==> config.mk <==
export PLATFORM = sky130hd
export DESIGN_NAME = dbt_timer
export DESIGN_NICKNAME = d
export VERILOG_FILES = /design/src/shared/dbt_pkg.sv /design/src/design/dbt_byte_counter.sv /design/src/design/dbt_clock_select.sv /design/src/design/dbt_timer.sv
export VERILOG_INCLUDE_DIRS = /design/src /design/src/shared
export SDC_FILE = /design/constraint.sdc
export NUM_CORES = 1
export LEC_CHECK = 0
export BUFFER_PORTS_ARGS = -buffer_cell sky130_fd_sc_hd__buf_4
export CAP_MARGIN = 20
export CORE_MARGIN = 5
export CORE_UTILIZATION = 55
export CTS_CLUSTER_DIAMETER = 50
export CTS_CLUSTER_SIZE = 28
export DETAILED_ROUTE_END_ITERATION = 7
export PLACE_DENSITY = 0.89
export SYNTH_ARGS = -nofsm -noshare
export SYNTH_HDL_FRONTEND = slang
export SYNTH_SLANG_ARGS = --single-unit
==> constraint.sdc <==
create_clock -name clock -period 5.8 [get_ports clock]
set_input_delay 0.87 -clock clock [delete_from_list [all_inputs] [get_ports clock]]
set_output_delay 0.87 -clock clock [all_outputs]
set_load 0.005 [all_outputs]
==> src/shared/dbt_defines.svh <==
`ifndef DBT_DEFINES_SVH
`define DBT_DEFINES_SVH

// register byte addresses (word aligned)
`define DBT_ADDR_CTRL      6'h00
`define DBT_ADDR_COUNT     6'h04
`define DBT_ADDR_RELOAD    6'h08
`define DBT_ADDR_STATUS    6'h0C
`define DBT_ADDR_CLEAR     6'h10
`define DBT_ADDR_ENABLE    6'h14

// control register fields
`define DBT_CTRL_RUN       0
`define DBT_CTRL_SPLIT     1
`define DBT_CTRL_HIGH_FAST 2
`define DBT_CTRL_EXT_SEL   3
`define DBT_CTRL_TIMER_IE  4
`define DBT_CTRL_LOW_IE    5
`define DBT_CTRL_LOW_FAST  6
`define DBT_CTRL_CAPTURE   7
`define DBT_CTRL_RESET     8'h00

// status / clear / enable fields
`define DBT_ST_HIGH_OVF    0
`define DBT_ST_LOW_OVF     1
`define DBT_ST_CAPTURE     2

// prescaler counts
`define DBT_SYS_DIV        4'd12
`define DBT_EXT_DIV        3'd4

`endif

==> src/shared/dbt_pkg.sv <==
package dbt_pkg;

  typedef struct packed {
    logic       capture_en;
    logic       low_fast;
    logic       low_ie;
    logic       timer_ie;
    logic       ext_sel;
    logic       high_fast;
    logic       split;
    logic       run;
  } dbt_ctrl_t;

  typedef struct packed {
    logic [7:0] high;
    logic [7:0] low;
  } dbt_word_t;

  typedef enum logic [1:0] {
    DBT_SRC_DIV12,
    DBT_SRC_EXT8,
    DBT_SRC_SYS
  } dbt_src_t;

endpackage

==> src/design/dbt_byte_counter.sv <==
`timescale 1ns/1ns
`default_nettype none
module dbt_byte_counter
(
  // clock and reset
  input  wire logic       clock,
  input  wire logic       srst,
  // control
  input  wire logic       tick,
  input  wire logic       load,
  input  wire logic [7:0] load_value,
  input  wire logic       wr,
  input  wire logic [7:0] wr_value,
  // state
  output logic [7:0]      count_q,
  output logic            wrap
);

  logic [7:0] count_d;

  assign wrap = tick && (count_q == 8'hFF);
  assign count_d = wr ? wr_value :
                   (wrap && load) ? load_value :
                   tick ? count_q + 8'h01 : count_q;

  always_ff @(posedge clock)
  begin
    if (srst)
      count_q <= 8'h00;
    else
      count_q <= count_d;
  end

endmodule
`default_nettype wire

==> src/design/dbt_clock_select.sv <==
`timescale 1ns/1ns
`default_nettype none
module dbt_clock_select
  import dbt_pkg::*;
(
  // mode bits
  input  wire logic     fast,
  input  wire logic     ext_sel,
  // tick sources
  input  wire logic     tick_div12,
  input  wire logic     tick_ext8,
  // selected tick
  output logic          tick,
  output dbt_src_t      src
);

  assign src  = fast ? DBT_SRC_SYS : (ext_sel ? DBT_SRC_EXT8 : DBT_SRC_DIV12);
  assign tick = (src == DBT_SRC_SYS) ? 1'b1 :
                (src == DBT_SRC_EXT8) ? tick_ext8 : tick_div12;

endmodule
`default_nettype wire

==> src/design/dbt_timer.sv <==
`timescale 1ns/1ns
`default_nettype none
`include "dbt_defines.svh"
module dbt_timer
  import dbt_pkg::*;
(
  // clock and reset
  input  wire logic        clock,
  input  wire logic        srst,
  // avalon-mm slave
  input  wire logic [5:0]  avs_address,
  input  wire logic        avs_read,
  input  wire logic        avs_write,
  input  wire logic [31:0] avs_writedata,
  input  wire logic [3:0]  avs_byteenable,
  output logic [31:0]      avs_readdata,
  output logic             avs_waitrequest,
  output logic [1:0]       avs_response,
  // external oscillator
  input  wire logic        ext_osc,
  // interrupt
  output logic             irq
);

  // ==========================================================
  // register state
  dbt_ctrl_t  ctrl_q;
  dbt_word_t  reload_q;
  logic [2:0] status_q;
  logic [2:0] enable_q;
  logic       ack_q;
  logic       wait_q;
  logic [31:0] rdata_q;
  logic [1:0] resp_q;
  logic       irq_q;

  // ==========================================================
  // external oscillator sync and divider
  logic       ext_s1_q;
  logic       ext_s2_q;
  logic       ext_s3_q;
  logic       ext_lvl_q;
  logic [2:0] ext_div_q;
  logic       ext8_q;
  logic       ext8_prev_q;
  logic [3:0] pre12_q;

  // change counts once second and third stage agree
  wire ext_agree  = (ext_s2_q == ext_s3_q);
  wire ext_rise   = ext_agree && ext_s3_q && !ext_lvl_q;
  wire ext_div_wr = ext_rise && (ext_div_q == `DBT_EXT_DIV - 3'd1);
  wire tick_ext8  = ext_div_wr && !ext8_q;
  wire capture_ev = ext8_prev_q && !ext8_q;
  wire tick_div12 = (pre12_q == `DBT_SYS_DIV - 4'd1);
  wire [2:0] ext_div_d = ext_div_wr ? 3'd0 : ext_div_q + 3'd1;
  wire [3:0] pre12_d   = tick_div12 ? 4'd0 : pre12_q + 4'd1;

  // first stage may go metastable, so only the second stage reads it
  always_ff @(posedge clock)
  begin
    if (srst)
    begin
      ext_s1_q <= 1'b0;
      ext_s2_q <= 1'b0;
      ext_s3_q <= 1'b0;
    end
    else
    begin
      ext_s1_q <= ext_osc;
      ext_s2_q <= ext_s1_q;
      ext_s3_q <= ext_s2_q;
    end
  end

  always_ff @(posedge clock)
  begin
    if (srst)
      ext_lvl_q <= 1'b0;
    else if (ext_agree)
      ext_lvl_q <= ext_s3_q;
  end

  always_ff @(posedge clock)
  begin
    if (srst)
      ext_div_q <= 3'd0;
    else if (ext_rise)
      ext_div_q <= ext_div_d;
  end

  // both reset low like the parked oscillator: no false capture
  always_ff @(posedge clock)
  begin
    if (srst)
    begin
      ext8_q      <= 1'b0;
      ext8_prev_q <= 1'b0;
    end
    else
    begin
      if (ext_div_wr)
        ext8_q <= !ext8_q;
      ext8_prev_q <= ext8_q;
    end
  end

  // free running: the first tick after a start may come early
  always_ff @(posedge clock)
  begin
    if (srst)
      pre12_q <= 4'd0;
    else
      pre12_q <= pre12_d;
  end

  // ==========================================================
  // clock selection
  logic     tick_lo_src;
  logic     tick_hi_src;

  // in 16-bit mode the high byte follows the low byte's source
  wire      hi_fast = ctrl_q.split ? ctrl_q.high_fast : ctrl_q.low_fast;

  dbt_clock_select u_sel_lo
  (
    .fast       (ctrl_q.low_fast),
    .ext_sel    (ctrl_q.ext_sel),
    .tick_div12 (tick_div12),
    .tick_ext8  (tick_ext8),
    .tick       (tick_lo_src),
    .src        ()
  );

  dbt_clock_select u_sel_hi
  (
    .fast       (hi_fast),
    .ext_sel    (ctrl_q.ext_sel),
    .tick_div12 (tick_div12),
    .tick_ext8  (tick_ext8),
    .tick       (tick_hi_src),
    .src        ()
  );

  // ==========================================================
  // counters
  logic [7:0] count_lo;
  logic [7:0] count_hi;
  logic       wrap_lo;
  logic       wrap_hi;

  // taken on the first edge; writes land on the edge that shows the answer
  wire bus_take  = (avs_read || avs_write) && !ack_q;
  wire bus_rd    = avs_read && !ack_q;
  wire bus_wr    = avs_write && ack_q;
  wire sel_ctrl  = (avs_address == `DBT_ADDR_CTRL);
  wire sel_count = (avs_address == `DBT_ADDR_COUNT);
  wire sel_rel   = (avs_address == `DBT_ADDR_RELOAD);
  wire sel_stat  = (avs_address == `DBT_ADDR_STATUS);
  wire sel_clr   = (avs_address == `DBT_ADDR_CLEAR);
  wire sel_en    = (avs_address == `DBT_ADDR_ENABLE);
  wire mapped    = sel_ctrl | sel_count | sel_rel | sel_stat | sel_clr
                   | sel_en;

  wire wr_cnt_lo = bus_wr && sel_count && avs_byteenable[0];
  wire wr_cnt_hi = bus_wr && sel_count && avs_byteenable[1];
  wire wr_rel_lo = bus_wr && sel_rel && avs_byteenable[0];
  wire wr_rel_hi = bus_wr && sel_rel && avs_byteenable[1];
  wire wr_ctrl   = bus_wr && sel_ctrl && avs_byteenable[0];
  wire wr_en     = bus_wr && sel_en && avs_byteenable[0];
  wire tick_lo   = ctrl_q.run && tick_lo_src;
  wire tick_hi   = ctrl_q.run && (ctrl_q.split ? tick_hi_src : wrap_lo);

  // auto-reload: split low reloads from low byte, 16-bit reloads both
  wire reload_lo = ctrl_q.split || wrap_hi;
  wire capture   = ctrl_q.capture_en && capture_ev;

  dbt_byte_counter u_cnt_lo
  (
    .clock      (clock),
    .srst       (srst),
    .tick       (tick_lo),
    .load       (reload_lo && !capture),
    .load_value (reload_q.low),
    .wr         (wr_cnt_lo),
    .wr_value   (avs_writedata[7:0]),
    .count_q    (count_lo),
    .wrap       (wrap_lo)
  );

  dbt_byte_counter u_cnt_hi
  (
    .clock      (clock),
    .srst       (srst),
    .tick       (tick_hi),
    .load       (!capture),
    .load_value (reload_q.high),
    .wr         (wr_cnt_hi),
    .wr_value   (avs_writedata[15:8]),
    .count_q    (count_hi),
    .wrap       (wrap_hi)
  );

  // ==========================================================
  // flags: set wins over clear
  wire [2:0] ev_set;
  assign ev_set[`DBT_ST_HIGH_OVF] = wrap_hi || capture;
  assign ev_set[`DBT_ST_LOW_OVF]  = wrap_lo;
  assign ev_set[`DBT_ST_CAPTURE]  = capture;

  wire [2:0] clr_bits = (bus_wr && sel_clr && avs_byteenable[0])
                        ? avs_writedata[2:0] : 3'b000;
  wire [2:0] status_d = ev_set | (status_q & ~clr_bits);

  // timer_ie gates both overflow flags but not capture; low flag only with its own enable
  wire irq_hi = ctrl_q.timer_ie && status_q[`DBT_ST_HIGH_OVF];
  wire irq_lo = ctrl_q.timer_ie && ctrl_q.low_ie
                && status_q[`DBT_ST_LOW_OVF];
  wire irq_cp = status_q[`DBT_ST_CAPTURE];
  wire [2:0] irq_src = {irq_cp, irq_lo, irq_hi};
  wire irq_d  = |(irq_src & enable_q);

  // ==========================================================
  // bus readback and register writes
  wire [31:0] rd_mux =
      sel_ctrl  ? {24'h000000, ctrl_q} :
      sel_count ? {16'h0000, count_hi, count_lo} :
      sel_rel   ? {16'h0000, reload_q} :
      sel_stat  ? {29'h00000000, status_q} :
      sel_en    ? {29'h00000000, enable_q} : 32'h00000000;

  // capture copies the live 16-bit count before this edge's increment
  wire [7:0]  rel_lo_d = capture ? count_lo
                       : wr_rel_lo ? avs_writedata[7:0] : reload_q.low;
  wire [7:0]  rel_hi_d = capture ? count_hi
                       : wr_rel_hi ? avs_writedata[15:8] : reload_q.high;
  wire [15:0] reload_d = {rel_hi_d, rel_lo_d};

  always_ff @(posedge clock)
  begin
    if (srst)
      ctrl_q <= `DBT_CTRL_RESET;
    else if (wr_ctrl)
      ctrl_q <= avs_writedata[7:0];
  end

  always_ff @(posedge clock)
  begin
    if (srst)
      enable_q <= 3'b000;
    else if (wr_en)
      enable_q <= avs_writedata[2:0];
  end

  // capture assumes 16-bit auto-reload on a fast timer clock
  always_ff @(posedge clock)
  begin
    if (srst)
    begin
      reload_q <= 16'h0000;
      status_q <= 3'b000;
    end
    else
    begin
      reload_q <= reload_d;
      status_q <= status_d;
    end
  end

  always_ff @(posedge clock)
  begin
    if (srst)
      irq_q <= 1'b0;
    else
      irq_q <= irq_d;
  end

  // one wait cycle; the answer edge is also the write edge
  always_ff @(posedge clock)
  begin
    if (srst)
    begin
      ack_q  <= 1'b0;
      wait_q <= 1'b1;
    end
    else
    begin
      ack_q  <= bus_take;
      wait_q <= !bus_take;
    end
  end

  // read data and response captured on the taking edge, held until next
  always_ff @(posedge clock)
  begin
    if (srst)
    begin
      rdata_q <= 32'h00000000;
      resp_q  <= 2'b00;
    end
    else
    begin
      if (bus_rd)
        rdata_q <= rd_mux;
      if (bus_take)
        resp_q <= mapped ? 2'b00 : 2'b10;
    end
  end

  assign avs_waitrequest = wait_q;
  assign avs_readdata    = rdata_q;
  assign avs_response    = resp_q;
  assign irq             = irq_q;

endmodule
`default_nettype wire

Word-level counts from Yosys, hierarchy flattened
Index checks and enable logic that the tools add are counted.
{ "word_totals": {"register_bits": 96, "out_inout_bits": 36} }
{ "op_classes": {"n_addsub": 4, "n_eq_ne": 14, "muxes": 27, "bitwise": 9, "n_reduce_logical": 46} }
{ "ops": {"columns": ["op", "count"], "rows": [
  ["8-bit 2-to-1 mux", 10],
  ["16-bit 2-to-1 mux", 3],
  ["1-bit logical AND", 31],
  ["8-bit by 1-bit adder with 8-bit output (second input constant)", 2],
  ["8-bit == test (second input constant)", 2],
  ["6-bit by 4-bit == test with 1-bit output (second input constant)", 2],
  ["6-bit by 5-bit == test with 1-bit output (second input constant)", 2],
  ["3-bit 2-to-1 mux", 4],
  ["1-bit 2-to-1 mux", 7],
  ["3-bit bitwise AND", 2],
  ["6-bit by 3-bit == test with 1-bit output (second input constant)", 1],
  ["6-bit logical NOT", 1],
  ["2-bit 2-to-1 mux", 3],
  ["3-bit nonzero test", 2],
  ["1-bit logical NOT", 5],
  ["1-bit bitwise OR", 5],
  ["4-bit by 1-bit adder with 4-bit output (second input constant)", 1],
  ["2-bit by 1-bit == test with 1-bit output (second input constant)", 2],
  ["2-bit == test (second input constant)", 2],
  ["4-bit == test (second input constant)", 1],
  ["2-bit nonzero test", 2],
  ["3-bit by 1-bit adder with 3-bit output (second input constant)", 1],
  ["3-bit by 2-bit == test with 1-bit output (second input constant)", 1],
  ["1-bit logical OR", 3],
  ["5 further kinds", 5]
]} }

Longest topological paths before layout
Gate-level depths: netlist of run 1.
{ "logic_depth": {"depth_word": 17, "mapped_depth": 9, "ltp_nobuf": 8} }

By module
A second synthesis of run 1 with hierarchy kept.
{ "hier_totals": {"hier_cells": 462, "area_unflattened_um2": 4171.5} }
{ "by_module_without_submodules": {"columns": ["mod", "n_inst", "cells_per_inst", "area_per_inst_um2", "seq_area_each_um2"], "rows": [
  ["dbt_timer", 1, 328, 2985.4, 1261.2],
  ["dbt_byte_counter", 2, 63, 564.3, 160.2],
  ["dbt_clock_select", 2, 4, 28.8, 0.0]
]} }

Least setup slack after synthesis of run 1
No wires, ideal clock.
{ "synth_path": {"path_type": "input to register", "start": "input avs_address[1]", "end": "register u_cnt_lo.count_q[2]", "arrival_ps": 2357, "t_required_ps": 5729, "setup_slack_ps": 3373, "cell_stages": 7, "path_cell_list": "or4b_1 > buf_2 > nor4b_2 > buf_2 > a21oi_1 > a31o_2 > a21oi_1"} }
{ "synth_between": {"elab_chain_cells": 4} }
{ "synth_rtl": {"columns": ["element", "line", "rtl"], "rows": [
  ["start: declaration", "dbt_timer.sv:11", "input wire logic [5:0] avs_address,"],
  ["6-bit by 3-bit == test with 1-bit output (no line) (*)", null, null],
  ["1-bit logical AND (*) (2 in a row)", "dbt_timer.sv:164", "wire wr_cnt_lo = bus_wr && sel_count && avs_byteenable[0];"],
  ["3-bit nonzero test (no line) / 8-bit 2-to-1 mux (equally long branches)", null, null],
  ["end signal: assignment", "dbt_byte_counter.sv:31", "count_q <= count_d;"],
  ["end: declaration", "dbt_byte_counter.sv:15", "output logic [7:0] count_q,"]
]} }
Every way passes the cells marked *; elsewhere a longest branch is shown, timed or not.
A chain may end at the register's enable or synchronous reset.

Worst setup path after layout of run 1
{ "layout_path": {"start": "input avs_address[1]", "end": "register u_cnt_hi.count_q[7]"} }
{ "layout_between": {"elab_chain_cells": 4} }
{ "layout_rtl": {"columns": ["element", "line", "rtl"], "rows": [
  ["6-bit by 3-bit == test with 1-bit output (no line) (*)", null, null],
  ["1-bit logical AND (*) (2 in a row)", "dbt_timer.sv:165", "wire wr_cnt_hi = bus_wr && sel_count && avs_byteenable[1];"],
  ["3-bit nonzero test (no line) / 8-bit 2-to-1 mux (equally long branches)", null, null],
  ["end signal: assignment", "dbt_byte_counter.sv:31", null],
  ["end: declaration", "dbt_byte_counter.sv:15", null]
]} }
Marks and branches as above.

==> metrics.txt, run 1 <==
status finished, final reports clean; die area about 9300 sq um; switching power ~260 uW; crit path from avs_address[1]; commonest cells in the netlist 79 x dfxtp_1, 70 x nor2_1, 57 x nand2_1, 52 x a21oi_1, 27 x nand3_1; largest net degree at the start of global routing 80; RSZ-0062 raised after global routing no; leakage roughly 1.7 nW; Resize count post-CTS 0; routed vias/inst a little under 6; CTS sink cnt 79; layout cells sized above 1 14.66%; first-pass GRT wire length 15,930 um; Netlist cell types between 50 and 60; Setup crit start kind primary input; Die Height ~96 um; Yosys reg bits roughly 80; vias in the first global route between 3,000 and 4,000; # rows 31; Die X 96.48 um; Antenna Nets Post-Route 0; most frequent cell after synthesis dfxtp_1; FMAX about 0.32 GHz; Max Root-Sink Buffers 2; CP Cell Sequence buf_4 > or4b_1 > nor3_4 > nand4_1 > nand2b_1 > a21o_1 > o32ai_1; Tcrit/Tclk final 54.55%; PwrDens 227.3 nW/um^2; RePlAce Congestion ~0.91; met1 GRT Util between 20% and 30%; max cap viols 0; worst skew pair latency ~0.36 ns; Combinational Power Share 8.0%; CP max FO 16; DRC 0; met3 Resource Use GR 4.105%; Clock Skew about 0.011 ns; Placed Instance Area between 4000 and 5000 sq um; drt wl/cell between 15 and 20 um; core area ~7300 sq um; Synth Cell Area 4113 sq um; fraction of registers with async set/reset 0%; initial antenna violation count 0; setup TNS 0 ns; r2r startpoint ack_q; Tightest Pin Transition around 1.1 ns; register share of total power between 50% and 60%; Vias around 3,800; Overflow after GRT 0; cts hold-fix bufs 0; DRT iter0 DRCs a little over 400; CP max-delay cell or4b_1; Setup CP Type in2reg; Switching Share 24.42%; worst rel slew slack 29.57%; Fin. Hold Viols 0; post-layout util roughly 63%; htree depth 3; Hold WC Path Type reg2reg; Initial Util between 50% and 60%; fin nets about 590; Slew Viols, Final 0; drt pass-1 iters 5; sequential share of the synthesized area 38.45%; yosys warns 0; Reg clk slew, reported paths ~0.080 ns; internal power just under 800 uW; power share of the clock group a little under two fifths; TritonCTS Buffers 9; Root Buffer clkbuf_8; Mapped Cells 510; gr usage total between 20% and 30%; crit path time final 3.164 ns; # IOs a little over 80; Finish-stage setup viols 0; maximum VDD drop 0.2073 mV; busiest layer in global routing met2; syn avg cell area between 8 and 9 sq um; Synth area leaders dfxtp_1 38%, nor2_1 6.4%, a21oi_1 6.3%; Layout area overhead 11.99%; final WL 9883 um; area leader, netlist dfxtp_1; signal arrival time at the worst endpoint approximately 3.4 ns; hpwl dp between 6000 and 7000 um; Post-synth EDFFs 0; post-synth top area share 38.45%; fin area around 4600 sq um; number of diodes 0; CP Capture Type flop; met2 usage in global routing a little over a third; Crit path largest cell delay slightly below 0.7 ns; Main synth FF type dfxtp_1; setup bufs post-CTS 0; Port Buf Inserts 47; TritonCTS clock tree built; Crit path required time about 6.0 ns; min-delay src ext_s1_q
logic make-up (layout without fill, tap and decap cells):
logic type,count (synthesis),count (layout),synth area share (%)
AND/OR/NAND/NOR,205,205,24.55
AO/OA/AOI/OAI,130,130,20.99
flip-flops,79,79,38.45
buffers and inverters,61,74,7.576
multiplexers,17,17,4.168
XOR/XNOR,11,11,2.343
adder cells (fa/ha/maj),6,6,1.825
other,1,17,0.09118
power groups by stage:
stage          sequential (mW)  clock, mW  combinational (mW)
4_1_cts                  0.562      0.401              0.0804
2_1_floorplan            0.574          0              0.0496
3_3_place_gp             0.574          0              0.0784
6_report                 0.562      0.401              0.0836
3_5_place_dp             0.574          0              0.0801
5_1_grt                  0.564      0.426              0.0917
worst max-delay path, delay by kind of cell:
kind / cells / cell delay [ns]
simple gates: 4 / 2.20
compound gates: 2 / 0.17
buf+inv: 1 / 0.11
state kept, by name, summed over array words and instances (netlist names), 3 cells and up:
register,cells
avs_readdata,16
reload_q,16
ctrl_q,8
u_cnt_hi.count_q,8
u_cnt_lo.count_q,8
pre12_q,4
enable_q,3
ext_div_q,3
status_q,3
cell type report:
cell class              count  area, sq um
multi-input cells         386         2282
clock buffers              10        127.6
inverters                   8        30.03
fillers                   620         2648
well taps                  99        123.9
repair buffers             50        399.1
clock inverters             6        61.31
flip-flops and latches     79         1582
worst paths after layout:
check / to / slack [ns] / depth (start not counted)
max: u_cnt_hi.count_q[7] / 2.64 / 7
min: ext_s2_q / 0.45 / 1
max reg2reg: u_cnt_lo.count_q[6] / 2.86 / 6
min reg2reg: ext_s2_q / 0.45 / 1
layout by cell type, fill, tap and decap left out, types with 3 or more instances in the layout:
cell and instances:
ha_1 6, xnor2_1 8, dfxtp_1 79, clkbuf_8 9, mux2i_1 16, clkinv_2 3, nor3b_1 3, nor2b_1 6
a21oi_1 52, o211ai_1 3, conb_1 17, nand3_1 27, o21a_1 4, o21ai_0 7, nor2_1 70, a211oi_1 13
inv_1 8, buf_4 48, nor3_1 5, nand2_1 57, a31oi_1 4, xor2_1 3, and3_1 6, nand2b_1 6
a22oi_1 17, nor3_2 4, and4_1 3, a311oi_1 14
metrics by stage:
stage          hold WS (ns)  setup WS (ns)  std cells  power (mW)
2_1_floorplan        0.4138          3.373        526      0.6236
3_3_place_gp         0.4194          2.307        620      0.6520
3_5_place_dp         0.4265          2.317        620      0.6544
4_1_cts              0.4578          2.642        636       1.044
5_1_grt              0.4651          2.479        638       1.081
6_report             0.4541          2.636        638       1.047
metal layers:
layer / vias up / part of all wire (%)
li1: 1835 / -
met1: 1760 / 43
met2: 178 / 47
met3: 20 / 8.1
met4: 0 / 1.9
met5: - / 0
Power figures use the tool's default switching activity.
==> run 2, diff against run 1 <==
==> constraint.sdc (replaced) <==
create_clock -name clock -period 3.1 [get_ports clock]
set_input_delay 0.465 -clock clock [delete_from_list [all_inputs] [get_ports clock]]
set_output_delay 0.465 -clock clock [all_outputs]
set_load 0.005 [all_outputs]
==> metrics.txt, run 2 (synthesized netlist as in run 1, its figures left out) <==
status finished, final reports clean (unchanged); CP bufs+invs 0 (was 1); largest net degree at the start of global routing 80 (unchanged); Layout area overhead 12.56% (was 11.99%); CP Cell Sequence ha_1 > ha_1 > and4bb_1 > o221ai_2 > nor4_4 > mux2_2 > o21ai_1 > a21oi_1 (was buf_4 > or4b_1 > nor3_4 > nand4_1 > nand2b_1 > a21o_1 > o32ai_1); cts hold-fix bufs 0 (unchanged); total power 1.912 mW (was 1.047 mW); worst skew pair latency 0.36 ns (about the same); Setup crit start kind flop (was primary input); Max Root-Sink Buffers 2 (unchanged); layout cells sized above 1 15.75% (was 14.66%); CP dominant cell by count ha_1; TritonCTS clock tree built (unchanged); die area 9307 sq um (unchanged); Resize count post-CTS 0 (unchanged); Combinational Power Share 8.0% (about the same); maximum VDD drop 0.2635 mV (was 0.2073 mV); register share of total power 54.9% (was 53.7%); CP max-delay cell nor4_4 (was or4b_1); TritonCTS Buffers 9 (unchanged); commonest non-fill, non-tap cell in the layout dfxtp_1 (unchanged); FMAX around 0.38 GHz; drt wl/cell 15.96 um (was 15.49 um); PwrDens 413.1 nW/um^2 (was 227.3 nW/um^2); Finish-stage setup viols 0 (unchanged); switching power 468.7 uW (was 255.6 uW); Antenna Nets Post-Route 0 (unchanged); htree depth 3 (unchanged); Top delay family on crit path simple AND/OR/NAND/NOR gates (unchanged); Reg clk slew, reported paths 0.08 ns (about the same); Root Buffer clkbuf_8 (unchanged); hold_ws 0.3173 ns (was 0.4541 ns); setup TNS 0 ns (unchanged); CTS sink cnt 79 (unchanged); register area 1582 sq um (unchanged); Overflow after GRT 0 (unchanged); crit path time final approximately 2.7 ns; routed vias/inst 6.025 (was 5.945); Slew Viols, Final 0 (unchanged); placed cells 629 (was 620); Tightest Pin Transition 0.8167 ns (was 1.053 ns); Switching Share 24.51% (was 24.42%); reg2reg setup slack 0.44 ns (was 2.86 ns); signal arrival time at the worst endpoint 2.86 ns (was 3.37 ns); internal power 1.444 mW (was 791.1 uW); hpwl dp 7157 um (was 6666 um); RePlAce Congestion 0.9467 (was 0.9056); Layout Cells excl Fill 645 (was 638); leakage 1.697 nW (was 1.677 nW); power share of the clock group 37.0% (was 38.4%); max cap viols 0 (unchanged); Placed Instance Area 4446 sq um (was 4378 sq um); core area 7253 sq um (unchanged); initial antenna violation count 0 (unchanged); Fin. Hold Viols 0 (unchanged); worst rel slew slack 45.55% (was 29.57%); Filler cells 636 (was 620); area taken by multi-input logic gates 2282 sq um (unchanged); setup bufs post-CTS 0 (unchanged); Clock Skew 0.01262 ns (was 0.01098 ns); Die Height 96.48 um (unchanged); Port Buf Inserts 47 (unchanged); Crit path largest cell delay 0.66 ns (was 0.68 ns); Tcrit/Tclk final 85.72%; # rows 31 (unchanged); first-pass GRT wire length 16,130 um (was 15,930 um); number of diodes 0 (unchanged); vias in the first global route 3,528 (was 3,434); Initial Util 56.70% (unchanged); DRT iter0 DRCs 444 (was 406); Setup CP Type reg2reg (was in2reg); fin area 4629 sq um (was 4606 sq um); drt pass-1 iters 5 (unchanged); Vias 3,886 (was 3,793); Crit path required time 3.31 ns (was 6.01 ns); fin nets 594 (was 587); # IOs 83 (unchanged); Die X 96.48 um (unchanged); CP Capture Type flop (unchanged); Hold WC Path Type in2reg (was reg2reg); final WL 10,300 um (was 9883 um); DRC 0 (unchanged); CP max FO 9 (was 16); gr usage total 22.26% (was 21.98%); most frequent cells in the layout 79 x dfxtp_1, 70 x nor2_1, 57 x nand2_1, 57 x buf_4, 52 x a21oi_1 (was 79 x dfxtp_1, 70 x nor2_1, 57 x nand2_1); RSZ-0062 raised after global routing no (unchanged)
[run 2: worst paths after layout]
check / start / cells after the start / end
setup reg to reg: ext_div_q[0] / 8 / u_cnt_lo.count_q[1]
hold / removal: ext_osc / 2 / ext_s1_q
hold reg to reg: ext_s1_q / 1 / ext_s2_q
setup / recovery: ext_div_q[0] / 8 / u_cnt_lo.count_q[1]
[run 2: area by class of cell]
type / count / area share, %
Multi-Input combinational cell: 386 / 49.30
Sequential cell: 79 / 34.16
Timing Repair Buffer: 57 / 9.243
Clock buffer: 12 / 3.351
Tap cell: 99 / 2.676
Inverter: 8 / 0.6486
Clock inverter: 4 / 0.6216
[run 2: layer usage]
metal	GRT usage [%]	vias up	part of all wire [%]	routed length (um)
li1	-	1835	-	-
met1	27.70	1807	41	4190
met2	36.15	216	47	4802
met3	5.035	28	9.8	1010
met4	11.21	0	2.8	293
met5	0	-	0	0
[run 2: stage by stage]
stage / worst slack, ns / utilization [%]
after floorplan: 0.8285 / -
after CTS: 0.4530 / 63.83
final: 0.4428 / 63.83
after global routing: 0.2682 / 63.83
after detailed placement: 0.2995 / 61.29
after global placement: 0.3985 / 61.29
[run 2: power by group through the flow]
stage | clock [mW] | combinational [mW] | sequential [mW]
6_report | 0.708 | 0.154 | 1.05
5_1_grt | 0.766 | 0.169 | 1.05
3_3_place_gp | 0 | 0.149 | 1.07
2_1_floorplan | 0 | 0.0929 | 1.07
3_5_place_dp | 0 | 0.153 | 1.07
4_1_cts | 0.721 | 0.153 | 1.05
[run 2: worst reg2reg max path, stage by stage (launching register included)]
cell and delay, ns:
dfxtp_1 0.36, ha_1 0.15, ha_1 0.21, and4bb_1 0.31, o221ai_2 0.21, nor4_4 0.66, mux2_2 0.41, o21ai_1 0.12
a21oi_1 0.07
